**config.mk**
```make
export PLATFORM = sky130hd
export DESIGN_NAME = dsbt_top
export DESIGN_NICKNAME = d
export VERILOG_FILES = /design/src/design/dsbt_pkg.sv /design/src/design/dsbt_top.sv
export SDC_FILE = /design/constraint.sdc
export NUM_CORES = 1
export LEC_CHECK = 0
export ABC_AREA = 1
export BUFFER_PORTS_ARGS = -buffer_cell sky130_fd_sc_hd__buf_2
export CELL_PAD_IN_SITES_DETAIL_PLACEMENT = 1
export CELL_PAD_IN_SITES_GLOBAL_PLACEMENT = 1
export CORE_UTILIZATION = 45
export CTS_CLUSTER_SIZE = 14
export DETAILED_ROUTE_END_ITERATION = 10
export PLACE_DENSITY = 0.87
export SLEW_MARGIN = 20
export SYNTH_ARGS = -nofsm -noshare
export SYNTH_HDL_FRONTEND = slang
export SYNTH_SLANG_ARGS = --single-unit
```
**constraint.sdc**
```tcl
create_clock -name ref_clk -period 4.11 [get_ports ref_clk]
set_input_delay 0.411 -clock ref_clk [delete_from_list [all_inputs] [get_ports ref_clk]]
set_output_delay 0.411 -clock ref_clk [all_outputs]
set_load 0.1 [all_outputs]
```
**src/design/dsbt_pkg.sv**
```systemverilog
// Constants for the serial byte-mode DMA transfer sequencer.
// Assumes a single 25 MHz system clock shared by host, DMA and peripheral bus.
package dsbt_pkg;
	// Clock
	localparam int CLK_HZ = 25_000_000;
	// Widths
	localparam int ADDR_W = 16;
	localparam int DATA_W = 8;
	localparam int TMR_W = 4;
	localparam int FIFO_DEPTH = 4;
	// Inter-event delays in clock periods
	localparam int REQ_DLY_CLK = 2;
	localparam int GRANT_TO_FIRST_CLK = 4;
	localparam int RX_RD_TO_WR_CLK = 4;
	localparam int RX_WR_TO_DROP_CLK = 2;
	localparam int TX_RD_TO_WR_CLK = 3;
	localparam int TX_WR_TO_DROP_CLK = 3;
	localparam int DROP_TO_END_CLK = 1;
	localparam int BUS_OCC_CLK = 13;
	// Cycle marks counted from the grant edge; T_ARM_LAST counts from entry to DSBT_ARM
	localparam logic [TMR_W-1:0] T_FIRST = TMR_W'(GRANT_TO_FIRST_CLK);
	localparam logic [TMR_W-1:0] T_RX_WR = TMR_W'(GRANT_TO_FIRST_CLK + RX_RD_TO_WR_CLK);
	localparam logic [TMR_W-1:0] T_RX_DROP = TMR_W'(GRANT_TO_FIRST_CLK + RX_RD_TO_WR_CLK + RX_WR_TO_DROP_CLK);
	localparam logic [TMR_W-1:0] T_TX_WR = TMR_W'(GRANT_TO_FIRST_CLK + TX_RD_TO_WR_CLK);
	localparam logic [TMR_W-1:0] T_TX_DROP = TMR_W'(GRANT_TO_FIRST_CLK + TX_RD_TO_WR_CLK + TX_WR_TO_DROP_CLK);
	localparam logic [TMR_W-1:0] T_END = TMR_W'(GRANT_TO_FIRST_CLK + RX_RD_TO_WR_CLK + RX_WR_TO_DROP_CLK
		+ DROP_TO_END_CLK);
	localparam logic [TMR_W-1:0] T_ARM_LAST = TMR_W'(REQ_DLY_CLK - 2);
	// Reset values
	localparam logic [ADDR_W-1:0] ADDR_RST = 16'h0000;
	localparam logic [DATA_W-1:0] DATA_RST = 8'h00;
	// Sequencer states, Gray from IDLE through RELS; RELS back to IDLE flips two bits
	typedef enum logic [2:0] {
		DSBT_IDLE = 3'b000,
		DSBT_ARM = 3'b001,
		DSBT_WAITG = 3'b011,
		DSBT_XFER = 3'b010,
		DSBT_RELS = 3'b110
	} dsbt_state_t;
endpackage

```
**src/design/dsbt_top.sv**
```systemverilog
// Byte-mode DMA sequencer between a serial peripheral and memory, plus its byte FIFO.
// Assumes the host floats the bus while it grants, and a partner that drains the monitor stream.
module dsbt_fifo #(
	parameter int WIDTH = 8,
	parameter int DEPTH = 4
) (
	// Clock and reset
	input wire logic ref_clk,
	input wire logic rstn,
	// Fill side
	input wire logic in_valid,
	output logic in_ready,
	input wire logic [WIDTH-1:0] in_data,
	// Drain side
	output logic out_valid,
	input wire logic out_ready,
	output logic [WIDTH-1:0] out_data
);
	localparam int PW = $clog2(DEPTH);
	logic [WIDTH-1:0] mem_r [DEPTH];
	logic [PW-1:0] wp_r;
	logic [PW-1:0] rp_r;
	logic [PW:0] cnt_r;
	logic valid_r;
	logic [WIDTH-1:0] head_r;

	// Pointer wrap, shared by both ends
	function automatic logic [PW-1:0] wrap_inc(input logic [PW-1:0] p);
		wrap_inc = (p == PW'(DEPTH-1)) ? '0 : p + 1'b1;
	endfunction

	wire push = in_valid && in_ready;
	wire pop = out_valid && out_ready;
	wire [PW:0] cnt_nxt = cnt_r + (PW+1)'(push) - (PW+1)'(pop);
	wire [PW:0] left = cnt_r - (PW+1)'(pop);
	wire [PW-1:0] rp_nxt = pop ? wrap_inc(rp_r) : rp_r;
	// Head kept in a register so the stream leaves from flops
	// Nothing left behind the pop: a pushed word becomes the head
	wire [WIDTH-1:0] head_nxt = (left == '0) ? in_data : mem_r[rp_nxt];
	assign in_ready = (cnt_r != (PW+1)'(DEPTH));
	assign out_valid = valid_r;
	assign out_data = head_r;
	always_ff @(posedge ref_clk) begin
		if (push) begin
			mem_r[wp_r] <= in_data;
		end
	end
	always_ff @(posedge ref_clk) begin
		if (!rstn) begin
			wp_r <= '0;
			rp_r <= '0;
			cnt_r <= '0;
			valid_r <= 1'b0;
			head_r <= '0;
		end else begin
			if (push) begin
				wp_r <= wrap_inc(wp_r);
			end
			rp_r <= rp_nxt;
			cnt_r <= cnt_nxt;
			valid_r <= (cnt_nxt != '0);
			head_r <= head_nxt;
		end
	end
endmodule // dsbt_fifo

module dsbt_top
	import dsbt_pkg::*;
(
	// Clock and reset
	input wire logic ref_clk,
	input wire logic rstn,
	// Configuration levels
	input wire logic xfer_enable,
	input wire logic rx_mode,
	input wire logic ready_low_sel,
	input wire logic [dsbt_pkg::DATA_W-1:0] io_port,
	input wire logic [dsbt_pkg::ADDR_W-1:0] mem_start,
	input wire logic mem_load,
	// Peripheral and host pins
	input wire logic ready_n,
	input wire logic bus_grant_n,
	input wire logic wait_n,
	output logic bus_request_n,
	// System bus, floated while not master
	output logic [dsbt_pkg::ADDR_W-1:0] addr,
	output logic memory_request_n,
	output logic io_request_n,
	output logic rd_n,
	output logic wr_n,
	output logic ctl_oe_n,
	input wire logic [dsbt_pkg::DATA_W-1:0] data_in,
	output logic [dsbt_pkg::DATA_W-1:0] data_out,
	output logic data_oe_n,
	// Status
	output logic busy,
	// Stream of transferred bytes
	output logic mon_valid,
	input wire logic mon_ready,
	output logic [dsbt_pkg::DATA_W-1:0] mon_data
);
	import dsbt_pkg::*;

	function automatic logic in_win(input logic [TMR_W-1:0] t, input logic [TMR_W-1:0] lo,
		input logic [TMR_W-1:0] hi);
		in_win = (t >= lo) && (t < hi);
	endfunction

	// Pin synchronisers
	logic ready_m;
	logic ready_s;
	logic grant_m;
	logic grant_s;
	logic wait_m;
	logic wait_s;
	always_ff @(posedge ref_clk) begin
		if (!rstn) begin
			ready_m <= 1'b1;
			ready_s <= 1'b1;
			grant_m <= 1'b1;
			grant_s <= 1'b1;
			wait_m <= 1'b1;
			wait_s <= 1'b1;
		end else begin
			ready_m <= ready_n;
			ready_s <= ready_m;
			grant_m <= bus_grant_n;
			grant_s <= grant_m;
			wait_m <= wait_n;
			wait_s <= wait_m;
		end
	end

	dsbt_state_t state_r;
	dsbt_state_t state_nxt;
	logic [TMR_W-1:0] tmr_r;
	logic [TMR_W-1:0] tmr_nxt;
	logic [ADDR_W-1:0] mem_addr_r;
	logic [DATA_W-1:0] byte_r;
	logic fifo_in_ready;

	// Pin stays as named; polarity chosen by the strap level
	wire rdy_act = ready_low_sel ? ~ready_s : ready_s;
	// Full FIFO holds off the next request, so no byte is dropped
	wire can_start = xfer_enable && rdy_act && fifo_in_ready;
	wire granted = ~grant_s;
	wire in_cycle = in_win(tmr_r, T_FIRST, T_END);
	wire stretch = ~wait_s && in_cycle;
	wire tmr_step = ~stretch;
	wire [TMR_W-1:0] t_rd_end = rx_mode ? T_RX_WR : T_TX_WR;
	wire latch_now = (state_r == DSBT_XFER) && tmr_step && (tmr_r == t_rd_end - 1'b1);
	// Last strobe cycle; bus is freed on the next edge, so grant to end is eleven
	wire xfer_done = (state_r == DSBT_XFER) && tmr_step && (tmr_r == T_END - 1'b1);

	always_comb begin
		state_nxt = state_r;
		tmr_nxt = tmr_r;
		unique case (state_r)
			DSBT_IDLE: begin
				tmr_nxt = '0;
				if (can_start) begin
					state_nxt = DSBT_ARM;
				end
			end
			DSBT_ARM: begin
				if (tmr_r == T_ARM_LAST) begin
					state_nxt = DSBT_WAITG;
				end else begin
					tmr_nxt = tmr_r + 1'b1;
				end
			end
			DSBT_WAITG: begin
				tmr_nxt = '0;
				if (granted) begin
					state_nxt = DSBT_XFER;
				end
			end
			DSBT_XFER: begin
				if (xfer_done) begin
					state_nxt = DSBT_RELS;
				end else if (tmr_step) begin
					tmr_nxt = tmr_r + 1'b1;
				end
			end
			DSBT_RELS: begin
				tmr_nxt = '0;
				// Only one byte per grant; ready is sampled afresh
				if (!granted) begin
					state_nxt = DSBT_IDLE;
				end
			end
			default: begin
				state_nxt = DSBT_IDLE;
				tmr_nxt = '0;
			end
		endcase
	end

	// Bus outputs decoded from the coming cycle count
	wire xfer_nxt = (state_nxt == DSBT_XFER);
	wire req_nxt = (state_nxt == DSBT_WAITG) || (xfer_nxt && (tmr_nxt < (rx_mode ? T_RX_DROP : T_TX_DROP)));
	wire rx_io_rd = xfer_nxt && rx_mode && in_win(tmr_nxt, T_FIRST, T_RX_WR);
	wire rx_mem_wr = xfer_nxt && rx_mode && in_win(tmr_nxt, T_RX_WR, T_END);
	wire tx_mem_rd = xfer_nxt && !rx_mode && in_win(tmr_nxt, T_FIRST, T_TX_WR);
	wire tx_io_wr = xfer_nxt && !rx_mode && in_win(tmr_nxt, T_TX_WR, T_END);
	wire mem_cyc = rx_mem_wr || tx_mem_rd;
	wire io_cyc = rx_io_rd || tx_io_wr;
	wire wr_cyc = rx_mem_wr || tx_io_wr;
	wire [ADDR_W-1:0] addr_nxt = io_cyc ? {{(ADDR_W-DATA_W){1'b0}}, io_port} : mem_addr_r;

	always_ff @(posedge ref_clk) begin
		if (!rstn) begin
			state_r <= DSBT_IDLE;
			tmr_r <= '0;
		end else begin
			state_r <= state_nxt;
			tmr_r <= tmr_nxt;
		end
	end

	always_ff @(posedge ref_clk) begin
		if (!rstn) begin
			mem_addr_r <= ADDR_RST;
		end else if (mem_load && state_r == DSBT_IDLE) begin
			mem_addr_r <= mem_start;
		end else if (xfer_done) begin
			mem_addr_r <= mem_addr_r + 1'b1;
		end
	end

	always_ff @(posedge ref_clk) begin
		if (!rstn) begin
			byte_r <= DATA_RST;
		end else if (latch_now) begin
			byte_r <= data_in;
		end
	end

	always_ff @(posedge ref_clk) begin
		if (!rstn) begin
			bus_request_n <= 1'b1;
			addr <= ADDR_RST;
			memory_request_n <= 1'b1;
			io_request_n <= 1'b1;
			rd_n <= 1'b1;
			wr_n <= 1'b1;
			ctl_oe_n <= 1'b1;
			data_oe_n <= 1'b1;
			data_out <= DATA_RST;
			busy <= 1'b0;
		end else begin
			bus_request_n <= ~req_nxt;
			addr <= addr_nxt;
			memory_request_n <= ~mem_cyc;
			io_request_n <= ~io_cyc;
			rd_n <= ~(rx_io_rd || tx_mem_rd);
			wr_n <= ~wr_cyc;
			ctl_oe_n <= ~xfer_nxt;
			data_oe_n <= ~wr_cyc;
			data_out <= latch_now ? data_in : byte_r;
			busy <= (state_nxt != DSBT_IDLE);
		end
	end

	// Every moved byte also leaves on the stream
	dsbt_fifo #(
		.WIDTH(DATA_W),
		.DEPTH(FIFO_DEPTH)
	) u_fifo (
		.ref_clk(ref_clk),
		.rstn(rstn),
		.in_valid(latch_now),
		.in_ready(fifo_in_ready),
		.in_data(data_in),
		.out_valid(mon_valid),
		.out_ready(mon_ready),
		.out_data(mon_data)
	);
endmodule // dsbt_top

```
# Yosys cells after proc, flatten, opt, wreduce, memory -nomap -nowiden
# Memory sizes are Yosys's and may differ from the RTL's.
# Index checks and enable logic that the tools add are counted.
# W data, S select, Z words.
[op_classes] add_sub_neg=8 n_lt_le_gt_ge=9 eq_ne=11 mux=21 n_bitwise=10 reduce_logical=34
[op_table] op="$mux W16" count=2
[op_table] op="$logic_and A1 B1 Y1" count=21
[op_table] op="$add A16 B1 Y16 const B" count=1
[op_table] op="$lt A4 B4 Y1 const B" count=4
[op_table] op="$mux W4" count=4
[op_table] op="$mux W8" count=2
[op_table] op="$mux W3" count=5
[op_table] op="$pmux W3 S5" count=1
[op_table] op="$eq A3 B2 Y1 const B" count=4
[op_table] op="$ge A4 B3 Y1 const B" count=3
[op_table] op="$not A1 Y1" count=10
[op_table] op="$pmux W4 S2" count=1
[op_table] op="$logic_not A3 Y1" count=2
[op_table] op="$mux W2" count=3
[op_table] op="$reduce_bool A3 Y1" count=2
[op_table] op="$sub A3 B1 Y3" count=2
[op_table] op="$logic_or A1 B1 Y1" count=5
[op_table] op="$add A2 B1 Y2 const B" count=2
[op_table] op="$add A4 B1 Y4 const B" count=1
[op_table] op="$eq A2 B2 Y1 const B" count=2
[op_table] op="$eq A4 B4 Y1" count=1
[op_table] op="$eq A4 B4 Y1 const B" count=1
[op_table] op="$ge A4 B4 Y1 const B" count=1
[op_table] op="$logic_not A4 Y1" count=1
[op_table] op="other kinds (10)" count=12
[totals] register_bits=76 mem_bits_rw=32 out_inout_bits=41 mem_count=1
[mem_list] name="u_fifo.mem_r" words=4 width=8 read_ports=1 rd_ports_with_merged_regs=0 write_ports=1 line_no="dsbt_top.sv:20" source="logic [WIDTH-1:0] mem_r [DEPTH];"

# Depth between registers and ports, before layout
[logic_depth] word_depth=13 depth_mapped=16

# Modules after synthesis
# Synthesis repeated with hierarchy kept, for this count alone.
[hier_totals] hier_cells=594 hier_area_um2=4946.0
[by_module_without_submodules] module="dsbt_top" instances=1 cells_each=360 area_per_inst_um2=2698.8
[by_module_without_submodules] module="dsbt_fifo" instances=1 cells_each=234 area_per_inst_um2=2247.2

# Least setup slack after synthesis
# No wires, ideal clock.
[synth_path] path_kind="register to register" from="reg u_fifo.valid_r, in the netlist u_fifo.out_valid" to="reg u_fifo.valid_r, in the netlist u_fifo.out_valid" setup_ps=119 arrival_ps=2504 t_required_ps=3991 setup_slack_ps=1487 stages_incl_launch_ff=11 cell_sequence="dfxtp_1 -> nand2_1 -> inv_1 -> ha_1 -> inv_1 -> ha_1 -> inv_1 -> fa_1 -> inv_1 -> o31ai_1 -> inv_1"
[synth_via] elab_chain_len=3
[synth_lines] item="start, declared" line_no="dsbt_top.sv:24" source="logic valid_r;"
[synth_lines] item="start signal, assigned" line_no="dsbt_top.sv:61" source="valid_r <= (cnt_nxt != '0);"
[synth_lines] item="$logic_and A1 B1 Y1" line_no="dsbt_top.sv:33" source="wire pop = out_valid && out_ready;"
[synth_lines] item="$sub A3 B1 Y3" line_no="dsbt_top.sv:34" source="wire [PW:0] cnt_nxt = cnt_r + (PW+1)'(push) - (PW+1)'(pop);"
[synth_lines] item="$reduce_bool A3 Y1" line_no="dsbt_top.sv:61"
# No other way between the ends.
# A chain may end at the register's enable or synchronous reset.

# Final worst setup path
[layout_path] from="reg tmr_r[2]" to="reg u_fifo.valid_r, in the netlist u_fifo.out_valid"
[layout_via] elab_chain_len=10 word_cells_on_any_way=12 cone_classes="add/sub (2); order compare (2); eq/ne (1); bitwise (1); reduce/logical (6)"
[layout_lines] item="start, declared" line_no="dsbt_top.sv:136" source="logic [TMR_W-1:0] tmr_r;"
[layout_lines] item="start signal, assigned" line_no="dsbt_top.sv:217" source="tmr_r <= tmr_nxt;"
[layout_lines] item="$ge A4 B3 Y1 / $lt A4 B4 Y1 (equally long branches)" line_no="dsbt_top.sv:106" source="in_win = (t >= lo) && (t < hi);"
[layout_lines] item="$logic_and A1 B1 Y1" line_no="dsbt_top.sv:106"
[layout_lines] item="$logic_and A1 B1 Y1" line_no="dsbt_top.sv:148" source="wire stretch = ~wait_s && in_cycle;"
[layout_lines] item="$not A1 Y1" line_no="dsbt_top.sv:149" source="wire tmr_step = ~stretch;"
[layout_lines] item="$logic_and A1 B1 Y1" line_no="dsbt_top.sv:151" source="wire latch_now = (state_r == DSBT_XFER) && tmr_step && (tmr_r == t_rd_end - 1'b1);"
[layout_lines] item="$logic_and A1 B1 Y1 (*)" line_no="dsbt_top.sv:151"
[layout_lines] item="$logic_and A1 B1 Y1 (*)" line_no="dsbt_top.sv:32" source="wire push = in_valid && in_ready;"
[layout_lines] item="net u_fifo.push" line_no="dsbt_top.sv:32"
[layout_lines] item="$add A3 B1 Y3 (*)" line_no="dsbt_top.sv:34"
[layout_lines] item="$sub A3 B1 Y3 (*)" line_no="dsbt_top.sv:34"
[layout_lines] item="$reduce_bool A3 Y1 (*)" line_no="dsbt_top.sv:61"
# The timed path passes the listed nets; every way through them passes the cells marked *.

==> reports/qor.yml <==
run_status:
  status: "complete, no violations"
synth:
  synth-async-reset-ratio_pct: 0
  yosysSeqAreaShare_pct: 51.6
  synth_cell_types: 40
  syn_inst: 544
  synth_edf_count: 32
  syn-num-nets: 599
  synth.ff_latch_count: 108
  ys.flop_type: "dfxtp_1"
  yosysWarnings: 0
  syn_area_mm2: 0.00481
  avgSynthCellArea_um2: 8.85
global_route:
  overflow: 0
  first_global_vias: 4130
  grt_pass1_wl_um: 19500
  grt_max_degree: 45
  antenna_found_initial: 0
  grt.total_usage_pct: 22.6
timing:
  worst_slew_pin_slew_ps: 861
  hold_ws_ps: 217
  final_hold_viol_count: 0
  fmax_ghz: 0.376
  rsz0062_at_grt: "no"
  timing.final.crit_period_ps: 2660
  min_period_over_period_pct: 64.7
  drv_slew: 0
  slew_headroom_pct: 42.4
  setup_tns_ps: 0
  skew_ps: 7.08
  setup_viol: 0
power_and_ir_drop:
  max-vdd-ir-drop_mv: 0.422
  leakage_nw: 2.45
  power.density_mw_per_mm2: 528
clocking:
  postCtsHoldBufs: 0
  cts_resized: 0
  cts_made_buffers: 9
  numClockSinks: 108
  clk_latency_ps: 380
  clock_path_buffers: 2
  cts_htree_levels: 3
  cts_root_buf: "clkbuf_8"
  cts_setup_buffers: 0
  cts_tree: "done"
  path_clk_slew_ps: 100
worst_setup_path:
  cp-end-kind: "flip-flop"
  worst-endpoint-required_ps: 4390
  slowest_delay_ps: 510
  crit_type: "reg2reg"
  path_cells: "inv_1, nor4_1, nand4_1, inv_1, ha_1, inv_1, fa_1, inv_1, o31ai_1, inv_1"
  critPathSlowestCell: "fa_1"
  cp_common_cell: "inv_1"
  start_kind: "flip-flop"
  arrival_ps: 2940
  crit_fanout: 9
floorplan:
  rows: 37
  io_pins: 83
  die_area_mm2: 0.0111
  die_w_um: 105
  core_area_mm2: 0.0103
  start_util_pct: 46.6
  die_h_um: 105
drt:
  drc: 0
  firstDrtPassIters: 5
  postRouteAntennaNets: 0
  vias: 3945
  wl_um: 11900
  avgRoutedWirePerCell_um: 15.6
  post_drt_via_cell_ratio: 5.18
  drtIter0Drc: 100
cells_and_area:
  layout_common_cells: "84 x nand2_1, 82 x buf_2, 78 x inv_1"
  diodes: 0
  final_common_cell: "nand2_1"
  fillers: 1265
  area_delta_synth_final_pct: 14.2
  drive_above_1_share_pct: 23.0
  seqCellArea_mm2: 0.00248
  multi_input_area_mm2: 0.00193
  nets: 675
placement:
  portBuffers: 82
  gp_congestion: 0.825
  dp_hpwl_um: 8740
run:
  maxCapViolations: 0
worst_hold_path:
  hold_class: "in2reg"
[worst max-delay path: cells and delay by family (launching register included)]
family | cells | cell delay [ps]
compound gates | 1 | 230
fa+ha+maj | 2 | 670
buf+inv | 5 | 450
flops | 1 | 440
simple gates | 2 | 790
[logic make-up (layout without fill, tap and decap cells)]
logic type      Yosys count  count (layout)  synth area share (%)
simple gates            208             208                  21.7
mux                       1               1                 0.208
fa+ha+maj                13              13                  3.54
compound gates          104             104                  12.7
xor+xnor                  9               9                  1.64
flops                   108             108                  51.6
buf+inv                 101             182                  8.55
[through the flow]
stage | instances | area [um^2] | setup WS [ps] | power (W) | utilization, %
floorplan | 544 | 4810 | 1490 | 0.00210 | -
global placement | 745 | 5310 | 1590 | 0.00228 | 51.4
detailed placement | 745 | 5310 | 1420 | 0.00232 | 51.4
CTS | 761 | 5490 | 1470 | 0.00292 | 53.2
global route | 761 | 5500 | 1260 | 0.00306 | 53.2
finish | 761 | 5500 | 1450 | 0.00290 | 53.2
[where the power goes]
group	internal, W	switching, W
Combinational	0.000248	0.000802
Clock	0.000241	0.000361
Sequential	0.00119	0.0000558
Total	0.00168	0.00122
[synthesized netlist by cell type (2+ instances only)]
master | instances | area [um^2]
nor2_4 | 2 | 22.5
nand2_2 | 4 | 25.0
nand4_1 | 15 | 93.8
dfxtp_1 | 76 | 1520
inv_2 | 3 | 11.3
nor4_1 | 4 | 25.0
nand2_1 | 84 | 315
nand3_1 | 18 | 90.1
nor2_2 | 4 | 25.0
nor2_1 | 36 | 135
o31ai_1 | 2 | 15.0
a21oi_1 | 40 | 200
ha_1 | 12 | 150
o211ai_1 | 20 | 150
nand3_2 | 10 | 100
inv_1 | 78 | 293
a31oi_1 | 3 | 18.8
o21ai_0 | 26 | 130
o21ai_2 | 2 | 17.5
clkbuf_1 | 11 | 41.3
xor2_1 | 8 | 70.1
o21ai_1 | 2 | 10.0
nor3_1 | 11 | 55.1
a211oi_1 | 6 | 45.0
edfxtp_1 | 32 | 961
or2_2 | 15 | 93.8
buf_6 | 3 | 33.8
buf_2 | 5 | 25.0
[final timing paths]
check / startpoint / end / slack, ps / cells after the start
worst max-delay path: tmr_r[2] / u_fifo.out_valid / 1450 / 10
worst min-delay path: bus_grant_n / grant_m / 220 / 2
worst max register to register: tmr_r[2] / u_fifo.out_valid / 1450 / 10
worst min register to register: wait_m / wait_s / 430 / 1
[layer usage]
metal,up-vias,share of wire (%),GRT usage [%],routed length (um)
li1,1956,-,-,-
met2,62,51,40.6,6050
met3,17,3.0,5.13,357
met1,1910,44,26.4,5280
met4,0,1.6,7.24,188
met5,-,0,0,0
[layout make-up]
class	count	share of cell area (%)
Tap cell	136	3.10
Clock buffer	12	2.64
Inverter	81	5.53
Sequential cell	108	45.2
Multi-Input combinational cell	335	35.1
Clock inverter	4	0.592
Timing Repair Buffer	85	7.88
[sequential cells by signal, indices dropped and copies added (netlist names), 2 cells and up]
register	cells
u_fifo.out_data	8
data_out	8
addr	16
u_fifo.mem_r	32
u_fifo.wp_r	2
tmr_r	4
u_fifo.rp_r	2
u_fifo.cnt_r	3
mem_addr_r	16
state_r	3
Note: power is estimated with default switching activity, not from simulation.
